[src/hdl/cca_pkg.sv]
// counter array package: register map, field positions, timebase codes,
// module mode decoding and address decoding.
// assumes a byte-wide register file behind a 32-bit bus, one word per register.
package cca_pkg;

  // ----------------------------------------------------------------
  // sizes
  // ----------------------------------------------------------------
  localparam int N_MODULES = 6;
  localparam int ADDR_W = 8;

  // ----------------------------------------------------------------
  // register offsets (byte addresses)
  // ----------------------------------------------------------------
  localparam logic [7:0] ADDR_CTRL = 8'h00;
  localparam logic [7:0] ADDR_MODE = 8'h04;
  localparam logic [7:0] ADDR_CNT_LO = 8'h08;
  localparam logic [7:0] ADDR_CNT_HI = 8'h0C;
  localparam logic [7:0] ADDR_IEN = 8'h10;
  // module n sits in row (MOD_ROW_BASE + n) of 16 bytes
  localparam logic [3:0] MOD_ROW_BASE = 4'h2;

  // field ids returned by decode_addr
  localparam logic [2:0] F_CTRL = 3'h0;
  localparam logic [2:0] F_MODE = 3'h1;
  localparam logic [2:0] F_CNT_LO = 3'h2;
  localparam logic [2:0] F_CNT_HI = 3'h3;
  localparam logic [2:0] F_IEN = 3'h4;
  localparam logic [2:0] MOD_F_MODE = 3'h0;
  localparam logic [2:0] MOD_F_LOW = 3'h1;
  localparam logic [2:0] MOD_F_HIGH = 3'h2;

  // ----------------------------------------------------------------
  // field positions
  // ----------------------------------------------------------------
  localparam int CTRL_OVF_BIT = 7;
  localparam int CTRL_RUN_BIT = 6;
  localparam int CTRL_FLAGS_LSB = 0;
  localparam int MODE_IDLE_BIT = 7;
  localparam int MODE_TB_LSB = 1;
  localparam int MODE_OVF_IE_BIT = 0;
  localparam int IEN_GLOBAL_BIT = 7;
  localparam int IEN_ARRAY_BIT = 3;
  localparam int MM_WIDE = 7;
  localparam int MM_ECOM = 6;
  localparam int MM_RISE = 5;
  localparam int MM_FALL = 4;
  localparam int MM_MATCH = 3;
  localparam int MM_TOG = 2;
  localparam int MM_PWM = 1;
  localparam int MM_FIE = 0;

  // ----------------------------------------------------------------
  // timebase
  // ----------------------------------------------------------------
  localparam logic [2:0] TB_DIV12 = 3'h0;
  localparam logic [2:0] TB_DIV4 = 3'h1;
  localparam logic [2:0] TB_T0 = 3'h2;
  localparam logic [2:0] TB_ECI = 3'h3;
  localparam logic [2:0] TB_SYS = 3'h4;
  localparam logic [2:0] TB_OSC8 = 3'h5;
  localparam int DIV12 = 12;
  localparam int DIV4 = 4;
  localparam int OSC_DIV = 8;
  localparam logic [3:0] DIV12_LAST = 4'(DIV12 - 1);
  localparam logic [1:0] DIV4_LAST = 2'(DIV4 - 1);
  localparam logic [2:0] OSC_DIV_LAST = 3'(OSC_DIV - 1);

  localparam logic [15:0] COUNT_TOP = 16'hFFFF;
  localparam logic [7:0] LOW_TOP = 8'hFF;
  localparam logic [7:0] RESET_BYTE = 8'h00;
  localparam logic [1:0] RESP_OKAY = 2'h0;
  localparam logic [1:0] RESP_SLVERR = 2'h2;

  // ----------------------------------------------------------------
  // types and decoders
  // ----------------------------------------------------------------
  typedef enum logic [2:0] {
    M_OFF, M_CAPTURE, M_TIMER, M_HSO, M_FREQ, M_PWM8, M_PWM16
  } cc_mode_t;

  typedef struct packed {
    logic hit;
    logic glb;
    logic [2:0] idx;
    logic [2:0] fld;
  } sel_t;

  function automatic cc_mode_t decode_mode(input logic [7:0] m);
    if (!m[MM_MATCH] && !m[MM_TOG] && !m[MM_PWM] && (m[MM_RISE] || m[MM_FALL])) return M_CAPTURE;
    if (!m[MM_ECOM] || m[MM_RISE] || m[MM_FALL]) return M_OFF;
    case ({m[MM_MATCH], m[MM_TOG], m[MM_PWM]})
      3'b100: return M_TIMER;
      3'b110: return M_HSO;
      3'b011: return M_FREQ;
      3'b001: return m[MM_WIDE] ? M_PWM16 : M_PWM8;
      default: return M_OFF;
    endcase
  endfunction : decode_mode

  function automatic sel_t decode_addr(input logic [7:0] a);
    sel_t s;
    logic [3:0] row;
    s = '0;
    row = 4'(a[7:4] - MOD_ROW_BASE);
    case (a)
      ADDR_CTRL: s = '{1'b1, 1'b1, 3'h0, F_CTRL};
      ADDR_MODE: s = '{1'b1, 1'b1, 3'h0, F_MODE};
      ADDR_CNT_LO: s = '{1'b1, 1'b1, 3'h0, F_CNT_LO};
      ADDR_CNT_HI: s = '{1'b1, 1'b1, 3'h0, F_CNT_HI};
      ADDR_IEN: s = '{1'b1, 1'b1, 3'h0, F_IEN};
      default: begin
        if (a[1:0] == 2'b00 && a[7:4] >= MOD_ROW_BASE && row < 4'(N_MODULES)
            && {1'b0, a[3:2]} <= MOD_F_HIGH) begin
          s = '{1'b1, 1'b0, row[2:0], {1'b0, a[3:2]}};
        end
      end
    endcase
    return s;
  endfunction : decode_addr

endpackage : cca_pkg

[src/hdl/bit_sync.sv]
// two-flop synchroniser for a group of independent level inputs.
// assumes each bit is a slow level; no bit relation is kept across the group.
module bit_sync #(
  parameter int WIDTH = 1
) (
  input wire logic aclk,
  input wire logic aresetn,
  input wire logic ce,
  input wire logic [WIDTH-1:0] din,
  output logic [WIDTH-1:0] dout
);

  typedef struct packed {
    logic [WIDTH-1:0] s1;
    logic [WIDTH-1:0] s2;
  } sync_t;

  sync_t q;
  sync_t d;

  always_comb begin
    d = q;
    d.s1 = din;
    d.s2 = q.s1;
  end

  always_ff @(posedge aclk) begin
    if (!aresetn) begin
      q <= '0;
    end else if (ce) begin
      q <= d;
    end
  end

  assign dout = q.s2;

endmodule : bit_sync

[src/hdl/cc_channel.sv]
// one capture/compare module: mode, compare pair, edge capture and pin logic.
// assumes count_now/count_next/tick come from the shared counter and pin_in
// is already synchronised; register write strobes are single-cycle pulses.
module cc_channel (
  input wire logic aclk,
  input wire logic aresetn,
  input wire logic ce,
  input wire logic tick,
  input wire logic [15:0] count_now,
  input wire logic [15:0] count_next,
  input wire logic pin_in,
  input wire logic wr_mode,
  input wire logic wr_low,
  input wire logic wr_high,
  input wire logic [7:0] wdata,
  output logic [7:0] mode,
  output logic [7:0] cmp_low,
  output logic [7:0] cmp_high,
  output logic pin_out,
  output logic pin_oe,
  output logic flag_set
);

  typedef struct packed {
    logic [7:0] mode;
    logic [7:0] low;
    logic [7:0] high;
    logic pin_prev;
    logic pin;
    logic oe;
  } ch_t;

  ch_t q;
  ch_t d;
  cca_pkg::cc_mode_t m;
  logic eq16;
  logic eq8;
  logic wrap16;
  logic wrap8;
  logic rise_e;
  logic fall_e;

  always_comb begin
    d = q;
    flag_set = 1'b0;
    m = cca_pkg::decode_mode(q.mode);
    eq16 = tick && count_next == {q.high, q.low};
    eq8 = tick && count_next[7:0] == q.low;
    wrap16 = tick && count_now == cca_pkg::COUNT_TOP;
    wrap8 = tick && count_now[7:0] == cca_pkg::LOW_TOP;
    rise_e = pin_in && !q.pin_prev;
    fall_e = !pin_in && q.pin_prev;
    d.pin_prev = pin_in;
    case (m)
      cca_pkg::M_CAPTURE: begin
        if ((q.mode[cca_pkg::MM_RISE] && rise_e) || (q.mode[cca_pkg::MM_FALL] && fall_e)) begin
          {d.high, d.low} = count_now;
          flag_set = 1'b1;
        end
      end
      cca_pkg::M_TIMER: begin
        flag_set = eq16;
      end
      cca_pkg::M_HSO: begin
        if (eq16) begin
          d.pin = !q.pin;
          flag_set = 1'b1;
        end
      end
      cca_pkg::M_FREQ: begin
        if (eq8) begin
          d.pin = !q.pin;
          // a zero step wraps the byte fully: 256 counter ticks per half-period
          d.low = 8'(q.low + q.high);
        end
      end
      cca_pkg::M_PWM8: begin
        if (wrap8) begin
          d.low = q.high;
          // zero reload matches at once, so the pin stays high: full duty
          d.pin = (q.high == cca_pkg::RESET_BYTE);
          flag_set = (q.high == cca_pkg::RESET_BYTE);
        end else if (eq8) begin
          d.pin = 1'b1;
          flag_set = 1'b1;
        end
      end
      cca_pkg::M_PWM16: begin
        if (eq16) begin
          d.pin = 1'b1;
          flag_set = 1'b1;
        end else if (wrap16) begin
          d.pin = 1'b0;
        end
      end
      default: begin
      end
    endcase
    d.oe = (m == cca_pkg::M_HSO) || (m == cca_pkg::M_FREQ)
        || (m == cca_pkg::M_PWM8) || (m == cca_pkg::M_PWM16);
    // software writes override hardware reloads in the same cycle
    if (wr_mode) begin
      d.mode = wdata;
    end
    if (wr_low) begin
      d.low = wdata;
      d.mode[cca_pkg::MM_ECOM] = 1'b0;
    end
    if (wr_high) begin
      d.high = wdata;
      d.mode[cca_pkg::MM_ECOM] = 1'b1;
    end
  end

  always_ff @(posedge aclk) begin
    if (!aresetn) begin
      q <= '0;
    end else if (ce) begin
      q <= d;
    end
  end

  assign mode = q.mode;
  assign cmp_low = q.low;
  assign cmp_high = q.high;
  assign pin_out = q.pin;
  assign pin_oe = q.oe;

  // ----------------------------------------------------------------
  // checks
  // ----------------------------------------------------------------
  property p_capture_load;
    @(posedge aclk) disable iff (!aresetn)
      ce && m == cca_pkg::M_CAPTURE && q.mode[cca_pkg::MM_RISE] && rise_e && !wr_low && !wr_high
      |=> {cmp_high, cmp_low} == $past(count_now);
  endproperty
  a_capture_load: assert property (p_capture_load) else $error("capture value not loaded");

  property p_low_write_ecom;
    @(posedge aclk) disable iff (!aresetn)
      ce && wr_low && !wr_high |=> !mode[cca_pkg::MM_ECOM] && cmp_low == $past(wdata);
  endproperty
  a_low_write_ecom: assert property (p_low_write_ecom) else $error("low write kept compare on");

  property p_hso_toggle;
    @(posedge aclk) disable iff (!aresetn)
      ce && m == cca_pkg::M_HSO && eq16 |=> pin_out != $past(pin_out);
  endproperty
  a_hso_toggle: assert property (p_hso_toggle) else $error("pin did not toggle on match");

  property p_pwm8_reload;
    @(posedge aclk) disable iff (!aresetn)
      ce && m == cca_pkg::M_PWM8 && wrap8 && !wr_low |=> cmp_low == $past(cmp_high);
  endproperty
  a_pwm8_reload: assert property (p_pwm8_reload) else $error("pwm low byte not reloaded");

endmodule : cc_channel

[src/hdl/counter_array.sv]
// counter array top: shared 16-bit counter with selectable timebase, six
// capture/compare modules and an AXI4-Lite register slave.
// assumes timer0_overflow and cpu_idle come from logic on aclk; count,
// oscillator and module pins are asynchronous and are synchronised here.
module counter_array (
  input wire logic aclk,
  input wire logic aresetn,
  input wire logic ce,
  input wire logic awvalid,
  output logic awready,
  input wire logic [cca_pkg::ADDR_W-1:0] awaddr,
  input wire logic wvalid,
  output logic wready,
  input wire logic [31:0] wdata,
  input wire logic [3:0] wstrb,
  output logic bvalid,
  input wire logic bready,
  output logic [1:0] bresp,
  input wire logic arvalid,
  output logic arready,
  input wire logic [cca_pkg::ADDR_W-1:0] araddr,
  output logic rvalid,
  input wire logic rready,
  output logic [31:0] rdata,
  output logic [1:0] rresp,
  input wire logic cpu_idle,
  input wire logic timer0_overflow,
  input wire logic external_count_input,
  input wire logic external_osc,
  input wire logic [cca_pkg::N_MODULES-1:0] module_pin_in,
  output logic [cca_pkg::N_MODULES-1:0] module_pin_out,
  output logic [cca_pkg::N_MODULES-1:0] module_pin_oe,
  output logic irq_request
);

  localparam int N = cca_pkg::N_MODULES;

  // ----------------------------------------------------------------
  // state
  // ----------------------------------------------------------------
  typedef struct packed {
    logic aw_full;
    logic [cca_pkg::ADDR_W-1:0] aw_addr;
    logic w_full;
    logic [7:0] w_data;
    logic w_lane0;
    logic awready;
    logic wready;
    logic bvalid;
    logic [1:0] bresp;
    logic arready;
    logic rvalid;
    logic [1:0] rresp;
    logic [7:0] rdata;
    logic [15:0] count;
    logic [7:0] snap;
    logic run;
    logic ovf_flag;
    logic [N-1:0] mod_flag;
    logic idle_stop;
    logic [2:0] tbsel;
    logic ovf_ie;
    logic gie;
    logic aie;
    logic [3:0] div;
    logic eci_prev;
    logic osc_prev;
    logic [2:0] osc_div;
    logic irq;
  } core_t;

  core_t q;
  core_t d;

  logic eci_s;
  logic osc_s;
  logic [N-1:0] pin_s;
  logic src_tick;
  logic tick;
  logic ovf_set;
  logic [15:0] count_next;
  logic do_write;
  logic ctrl_write;
  logic [7:0] rd;
  logic [N-1:0] fie;
  cca_pkg::sel_t wsel;
  cca_pkg::sel_t rsel;
  logic [N-1:0] wr_mode;
  logic [N-1:0] wr_low;
  logic [N-1:0] wr_high;
  logic [N-1:0] flag_set;
  logic [7:0] ch_mode [N];
  logic [7:0] ch_low [N];
  logic [7:0] ch_high [N];

  // ----------------------------------------------------------------
  // input synchronisers
  // ----------------------------------------------------------------
  // levels shorter than one clock may be missed by these flops
  bit_sync #(
    .WIDTH(N + 2)
  ) u_sync (
    .aclk(aclk),
    .aresetn(aresetn),
    .ce(ce),
    .din({external_osc, external_count_input, module_pin_in}),
    .dout({osc_s, eci_s, pin_s})
  );

  // ----------------------------------------------------------------
  // capture/compare modules
  // ----------------------------------------------------------------
  for (genvar g = 0; g < N; g++) begin : g_mod
    cc_channel u_ch (
      .aclk(aclk),
      .aresetn(aresetn),
      .ce(ce),
      .tick(tick),
      .count_now(q.count),
      .count_next(count_next),
      .pin_in(pin_s[g]),
      .wr_mode(wr_mode[g]),
      .wr_low(wr_low[g]),
      .wr_high(wr_high[g]),
      .wdata(q.w_data),
      .mode(ch_mode[g]),
      .cmp_low(ch_low[g]),
      .cmp_high(ch_high[g]),
      .pin_out(module_pin_out[g]),
      .pin_oe(module_pin_oe[g]),
      .flag_set(flag_set[g])
    );
    assign fie[g] = ch_mode[g][cca_pkg::MM_FIE];
  end

  // ----------------------------------------------------------------
  // next state
  // ----------------------------------------------------------------
  always_comb begin
    d = q;
    wr_mode = '0;
    wr_low = '0;
    wr_high = '0;
    rd = cca_pkg::RESET_BYTE;
    ctrl_write = 1'b0;
    wsel = cca_pkg::decode_addr(q.aw_addr);
    rsel = cca_pkg::decode_addr(araddr);

    // timebase: one free prescaler serves both /12 and /4
    d.div = (q.div == cca_pkg::DIV12_LAST) ? 4'h0 : 4'(q.div + 4'h1);
    d.eci_prev = eci_s;
    d.osc_prev = osc_s;
    if (osc_s && !q.osc_prev) begin
      d.osc_div = 3'(q.osc_div + 3'h1);
    end
    case (q.tbsel)
      cca_pkg::TB_DIV12: src_tick = q.div == cca_pkg::DIV12_LAST;
      cca_pkg::TB_DIV4: src_tick = q.div[1:0] == cca_pkg::DIV4_LAST;
      cca_pkg::TB_T0: src_tick = timer0_overflow;
      cca_pkg::TB_ECI: src_tick = q.eci_prev && !eci_s;
      cca_pkg::TB_SYS: src_tick = 1'b1;
      cca_pkg::TB_OSC8: src_tick = osc_s && !q.osc_prev && q.osc_div == cca_pkg::OSC_DIV_LAST;
      default: src_tick = 1'b0;
    endcase
    tick = src_tick && q.run && !(cpu_idle && q.idle_stop);
    count_next = 16'(q.count + 16'h0001);
    if (tick) begin
      d.count = count_next;
    end
    ovf_set = tick && q.count == cca_pkg::COUNT_TOP;

    // write path: address and data may arrive in either order
    do_write = q.aw_full && q.w_full && !q.bvalid;
    if (do_write) begin
      d.aw_full = 1'b0;
      d.w_full = 1'b0;
      d.bvalid = 1'b1;
      d.bresp = wsel.hit ? cca_pkg::RESP_OKAY : cca_pkg::RESP_SLVERR;
      if (wsel.hit && q.w_lane0) begin
        if (wsel.glb) begin
          case (wsel.fld)
            cca_pkg::F_CTRL: begin
              ctrl_write = 1'b1;
              d.run = q.w_data[cca_pkg::CTRL_RUN_BIT];
              d.ovf_flag = q.w_data[cca_pkg::CTRL_OVF_BIT];
              d.mod_flag = q.w_data[cca_pkg::CTRL_FLAGS_LSB +: N];
            end
            cca_pkg::F_MODE: begin
              d.idle_stop = q.w_data[cca_pkg::MODE_IDLE_BIT];
              d.tbsel = q.w_data[cca_pkg::MODE_TB_LSB +: 3];
              d.ovf_ie = q.w_data[cca_pkg::MODE_OVF_IE_BIT];
            end
            cca_pkg::F_CNT_LO: d.count[7:0] = q.w_data;
            cca_pkg::F_CNT_HI: d.count[15:8] = q.w_data;
            cca_pkg::F_IEN: begin
              d.gie = q.w_data[cca_pkg::IEN_GLOBAL_BIT];
              d.aie = q.w_data[cca_pkg::IEN_ARRAY_BIT];
            end
            default: begin
            end
          endcase
        end else begin
          case (wsel.fld)
            cca_pkg::MOD_F_MODE: wr_mode[wsel.idx] = 1'b1;
            cca_pkg::MOD_F_LOW: wr_low[wsel.idx] = 1'b1;
            cca_pkg::MOD_F_HIGH: wr_high[wsel.idx] = 1'b1;
            default: begin
            end
          endcase
        end
      end
    end
    if (q.bvalid && bready) begin
      d.bvalid = 1'b0;
    end
    if (awvalid && q.awready) begin
      d.aw_full = 1'b1;
      d.aw_addr = awaddr;
    end
    if (wvalid && q.wready) begin
      d.w_full = 1'b1;
      d.w_data = wdata[7:0];
      d.w_lane0 = wstrb[0];
    end
    d.awready = !d.aw_full && !d.bvalid;
    d.wready = !d.w_full && !d.bvalid;

    // read path: data is muxed on the handshake edge
    if (rsel.glb) begin
      case (rsel.fld)
        cca_pkg::F_CTRL: rd = {q.ovf_flag, q.run, q.mod_flag};
        cca_pkg::F_MODE: rd = {q.idle_stop, 3'b000, q.tbsel, q.ovf_ie};
        cca_pkg::F_CNT_LO: rd = q.count[7:0];
        cca_pkg::F_CNT_HI: rd = q.snap;
        cca_pkg::F_IEN: begin
          rd[cca_pkg::IEN_GLOBAL_BIT] = q.gie;
          rd[cca_pkg::IEN_ARRAY_BIT] = q.aie;
        end
        default: begin
        end
      endcase
    end else if (rsel.hit) begin
      case (rsel.fld)
        cca_pkg::MOD_F_MODE: rd = ch_mode[rsel.idx];
        cca_pkg::MOD_F_LOW: rd = ch_low[rsel.idx];
        cca_pkg::MOD_F_HIGH: rd = ch_high[rsel.idx];
        default: begin
        end
      endcase
    end
    if (q.rvalid && rready) begin
      d.rvalid = 1'b0;
    end
    if (arvalid && q.arready) begin
      d.rvalid = 1'b1;
      d.rdata = rd;
      d.rresp = rsel.hit ? cca_pkg::RESP_OKAY : cca_pkg::RESP_SLVERR;
      if (rsel.glb && rsel.fld == cca_pkg::F_CNT_LO) begin
        d.snap = q.count[15:8];
      end
    end
    d.arready = !d.rvalid;

    // hardware set wins over a software clear in the same cycle
    d.ovf_flag = d.ovf_flag || ovf_set;
    d.mod_flag = d.mod_flag | flag_set;
    d.irq = q.gie && q.aie
        && ((q.ovf_flag && q.ovf_ie) || |(q.mod_flag & fie));
  end

  always_ff @(posedge aclk) begin
    if (!aresetn) begin
      q <= '0;
    end else if (ce) begin
      q <= d;
    end
  end

  // ----------------------------------------------------------------
  // outputs
  // ----------------------------------------------------------------
  assign awready = q.awready;
  assign wready = q.wready;
  assign bvalid = q.bvalid;
  assign bresp = q.bresp;
  assign arready = q.arready;
  assign rvalid = q.rvalid;
  assign rresp = q.rresp;
  assign rdata = {24'h00_0000, q.rdata};
  assign irq_request = q.irq;

  // ----------------------------------------------------------------
  // checks
  // ----------------------------------------------------------------
  property p_div12_spacing;
    @(posedge aclk) disable iff (!aresetn)
      ce && q.tbsel == cca_pkg::TB_DIV12 && src_tick ##1 (ce && q.tbsel == cca_pkg::TB_DIV12) [*8]
      |-> !src_tick;
  endproperty
  a_div12_spacing: assert property (p_div12_spacing) else $error("div12 ticks too close");

  property p_snapshot;
    @(posedge aclk) disable iff (!aresetn)
      ce && arvalid && arready && rsel.glb && rsel.fld == cca_pkg::F_CNT_LO
      |=> q.snap == $past(q.count[15:8]) && rdata[7:0] == $past(q.count[7:0]);
  endproperty
  a_snapshot: assert property (p_snapshot) else $error("low read did not snapshot high");

  property p_overflow_flag;
    @(posedge aclk) disable iff (!aresetn)
      ce && tick && q.count == cca_pkg::COUNT_TOP |=> q.ovf_flag && q.count == 16'h0000;
  endproperty
  a_overflow_flag: assert property (p_overflow_flag) else $error("wrap did not set flag");

  property p_flags_sticky;
    @(posedge aclk) disable iff (!aresetn)
      ce && !ctrl_write |=> (q.ovf_flag || !$past(q.ovf_flag)) && (&(q.mod_flag | ~$past(q.mod_flag)));
  endproperty
  a_flags_sticky: assert property (p_flags_sticky) else $error("flag cleared by hardware");

  property p_irq_gate;
    @(posedge aclk) disable iff (!aresetn)
      irq_request |-> $past(q.gie) && $past(q.aie);
  endproperty
  a_irq_gate: assert property (p_irq_gate) else $error("request without enables");

  property p_count_step;
    @(posedge aclk) disable iff (!aresetn)
      ce && tick && !do_write |=> q.count == 16'($past(q.count) + 16'h0001);
  endproperty
  a_count_step: assert property (p_count_step) else $error("counter did not step");

  property p_idle_hold;
    @(posedge aclk) disable iff (!aresetn)
      ce && cpu_idle && q.idle_stop && !do_write |=> $stable(q.count);
  endproperty
  a_idle_hold: assert property (p_idle_hold) else $error("counter moved in stopped idle");

endmodule : counter_array

[config.mk]
export PLATFORM = sky130hd
export DESIGN_NAME = counter_array
export DESIGN_NICKNAME = d
export VERILOG_FILES = /design/src/hdl/cca_pkg.sv /design/src/hdl/bit_sync.sv /design/src/hdl/cc_channel.sv /design/src/hdl/counter_array.sv
export SDC_FILE = /design/constraint.sdc
export NUM_CORES = 1
export LEC_CHECK = 0
export ABC_AREA = 0
export BUFFER_PORTS_ARGS = -buffer_cell sky130_fd_sc_hd__clkbuf_2
export CORE_MARGIN = 3
export CORE_UTILIZATION = 25
export DETAILED_ROUTE_END_ITERATION = 16
export GPL_TIMING_DRIVEN = 1
export HOLD_SLACK_MARGIN = 0.08
export PLACE_DENSITY_LB_ADDON = 0.12
export SLEW_MARGIN = 20
export SYNTH_ARGS = -nofsm -noshare
export SYNTH_HDL_FRONTEND = slang
export SYNTH_SLANG_ARGS = --single-unit
[constraint.sdc]
create_clock -name aclk -period 4.8 [get_ports aclk]
set_clock_uncertainty 0.15 [all_clocks]
set_input_delay 0.24 -clock aclk [delete_from_list [all_inputs] [get_ports aclk]]
set_output_delay 0.24 -clock aclk [all_outputs]
set_load 0.01 [all_outputs]
==> results by group <==
Status
  • Status: finished, final reports clean

Setup path
  • CP endpoint kind: flip-flop
  • Reg-to-Reg Start: q[35]
  • Worst setup path class: flip-flop to flip-flop
  • Worst r2r path cells: 10
  • Worst EP arrival: roughly 4.4 ns
  • Worst setup SP type: flip-flop
  • Reg-to-reg slack, setup: 0.75 ns
  • Worst path required time: between 5 and 6 ns
  • Crit-path max FO: 22
  • Crit Reg-Reg Endpoint: g_mod[0].u_ch.pin_out

Synth
  • Seq cells post-synth: between 200 and 300
  • Largest family of logic cells by synthesized area: simple AND/OR/NAND/NOR gates
  • Mean post-synth cell area: between 7 and 8 um2
  • Number of synthesized flops with an enable pin: 0
  • Post-synth top area share: 0.267
  • Mapped Cells: 2,526
  • Synthesis warning total: 0
  • Async S/R FF share, synth: 0
  • Synth Area in Simple Gates: 0.232
  • Synth Area in XOR/XNOR: 0.0687
  • Seq/Total Area, Yosys: 0.267
  • Adder-Cell Fraction of Synth Area: 0.0382
  • Synth top area cells: dfxtp_1 27%, mux2i_1 8.2%, nor2_1 5.9%, nand2_1 5.1%, a21oi_1 4.2%
  • Post-synthesis cell type count: between 90 and 100
  • Mapped Area: 19,500 um2
  • Post-synthesis compound-gate area fraction: 0.228
  • Mux contribution to synthesized area: 0.100
  • Synth area leader: dfxtp_1
  • Top_reg_cell synth: dfxtp_1

Final layout
  • Most frequent cells in the layout: 308 x nor2_1, 268 x nand2_1, 259 x dfxtp_1, 165 x a21oi_1, 160 x mux2i_1
  • Fin nets: between 2k and 3k
  • Area Overhead vs Synth: 15.7%
  • Design area: between 20,000 and 25,000 um2
  • FILL cells: 8,391
  • Layout cells sized above 1: 0.121
  • Most common cell after layout, fill and taps aside: nor2_1

Die
  • IO Count: 124
  • Die area: 81,600 um2
  • Rows: a little over 100
  • CORE AREA: between 70,000 and 80,000 um2
  • Starting Density: 0.255
  • Die extent in x: 286 um
  • DIE HEIGHT: about 290 um

Timing
  • Slew @ Worst Pin: 1.15 ns
  • Worst slew margin: 0.228
  • Final Hold Violating Endpoints: 0
  • Endpoints failing setup: 0
  • Crit share post-route: 0.845
  • Setup TNS: 0 ns
  • Fmax achieved: 247 MHz
  • Final Critical Period: ~4 ns
  • Slew Limit Fails: 0
  • RSZ-0062 raised after global routing: no

Power
  • Pwr dens: 235 nW/um2
  • P_leak: around 8.5 nW
  • Power, Total: 5.31 mW
  • Worst VDD drop: 0.222 mV

Placement
  • Area after DPL: 21,100 um2
  • HPWL after DPL: 70,400 um
  • Final Wtd Congestion: just under 1
  • PortBufs: 70

GRT
  • GRT Total Usage: 0.228
  • Vias in the first global route: ~19k
  • Initial antenna violation count: 1
  • Largest net degree at the start of global routing: 78
  • GRT Residual Overflow: 0
  • First-pass GRT wire length: 138,000 um

Clock tree
  • Post-CTS Hold Buffers: 31
  • CTS sink cnt: 261
  • Post-CTS setup buffers: 0
  • Clock Pin Slew Worst Setup and Hold Paths: ~0.06 ns
  • Worst-skew pair later-pin latency: ~0.57 ns
  • H-tree depth: 2
  • Post-CTS Resized: 0
  • CTS tree: built
  • CTS buffer count: 35
  • Bufs on Longest Clock Path: 3
  • CTS Root Buffer Type: clkbuf_16

Detailed routing
  • DRC viols: 0
  • WL/cell: 26.5 um
  • Detail Route Antenna Nets: 0
  • Vias per std cell: 5.54
  • Vias: ~20k
  • TritonRoute pass-1 iters: 7
  • Initial drt markers: 2,218
  • WL final: 96,200 um

Flow run
  • Max-cap violations: 0

Worst hold path
  • Hold Path Depth: 5
  • Worst hold path type: primary input to flip-flop
  • Hold_sp: araddr[1]
  • Hold endpoint: rdata[3]
## kinds of logic (layout without fill, tap and decap cells)
logic type / count (synthesis) / after routing
compound gates: 645 / 645
xor+xnor: 136 / 136
fa+ha+maj: 56 / 56
buf+inv: 278 / 326
flops: 261 / 261
mux: 192 / 192
other cells: 1 / 27
simple gates: 957 / 957
## registers in the layout (all words and copies together) (netlist names)
name,count
arready,1
awready,1
bresp,1
bvalid,1
g_mod.u_ch.cmp_high,48
g_mod.u_ch.cmp_low,48
g_mod.u_ch.mode,48
g_mod.u_ch.pin_oe,6
g_mod.u_ch.pin_out,6
g_mod.u_ch.q,6
irq_request,1
q,67
rdata,8
rresp,1
rvalid,1
u_sync.d,8
u_sync.dout,8
wready,1
## critical path: stages, from the launching register on
cell	delay, ns
dfxtp_1	0.44
buf_4	0.43
nand3_1	0.46
xor2_1	0.54
xor2_1	0.21
nand3_1	0.23
nor4b_1	0.40
buf_4	0.20
nand4_1	0.23
a211oi_1	0.46
mux2i_1	0.23
## metal layers
| layer | vias to the layer above | routed length, um | global-route usage |
|---|---|---|---|
| li1 | 9265 | - | - |
| met1 | 9845 | 43700 | 0.320 |
| met2 | 824 | 42500 | 0.360 |
| met3 | 159 | 6650 | 0.0300 |
| met4 | 2 | 3360 | 0.0769 |
| met5 | - | 13 | 0 |
## Yosys cell counts (7+ instances only)
master     number
buf_4          52
and2_1         22
a21oi_1       165
a221oi_1       15
nor3b_1         9
nand4_1        19
or3_1          17
and3_1         16
or2_2           9
or4_1           7
o221ai_1        7
nand2b_1       24
nor4_1         32
o21ai_0       103
xnor2_1        75
o31ai_1        13
nor3_1         60
ha_1           50
o22ai_1         7
o211a_1        12
nor2_1        308
a222oi_1       19
a22oi_1        18
nand2_1       268
a311oi_1       36
buf_2          26
buf_1          10
a211oi_1       58
mux2_2         32
o211ai_1       33
a31oi_1        37
nand3_1        95
nand3b_1       12
dfxtp_1       261
mux2i_1       160
nor2b_1        26
inv_1          51
a211o_1        24
clkbuf_1      136
o2111ai_1       7
xnor3_1        11
a21o_1         14
xor2_1         50
## through the flow
step	util	worst slack [ns]	std cells	hold WS, ns
3_3_place_gp	0.275	0.811	3536	0.304
3_5_place_dp	0.275	0.802	3537	0.311
4_1_cts	0.295	0.791	3629	0.0940
2_1_floorplan	-	1.34	2551	0.226
6_report	0.295	0.745	3630	0.127
5_1_grt	0.295	0.542	3629	0.183
## how the worst max path moves through the flow
stage,startpoint,slack [ns],endpoint,depth (start not counted)
6_report,q[35],0.75,g_mod[0].u_ch.pin_out,10
5_1_grt,q[82],0.54,g_mod[5].u_ch.cmp_high[4],11
4_1_cts,q[82],0.79,g_mod[5].u_ch.cmp_high[3],11
3_5_place_dp,araddr[5],0.80,rdata[7],12
3_3_place_gp,araddr[5],0.81,rdata[7],12
2_1_floorplan,q[81],1.34,g_mod[0].u_ch.cmp_low[6],13
## where the power goes
part	internal (mW)	total (mW)	leakage (nW)	switching [mW]
Combinational	0.0868	0.287	5.86	0.200
Clock	1.70	2.82	0.577	1.12
Sequential	2.18	2.20	2.11	0.0198
Total	3.97	5.31	8.54	1.34
## area by class of cell
type,instances,area [um2],area share
Sequential cell,261,5230,0.231
Timing Repair Buffer,213,1520,0.0671
Multi-Input combinational cell,2012,13200,0.583
Antenna cell,1,2.50,0.000111
Tap cell,1030,1290,0.0570
Clock buffer,48,975,0.0431
Clock inverter,13,218,0.00963
Inverter,52,200,0.00885
(Power assumes the default switching activity.)
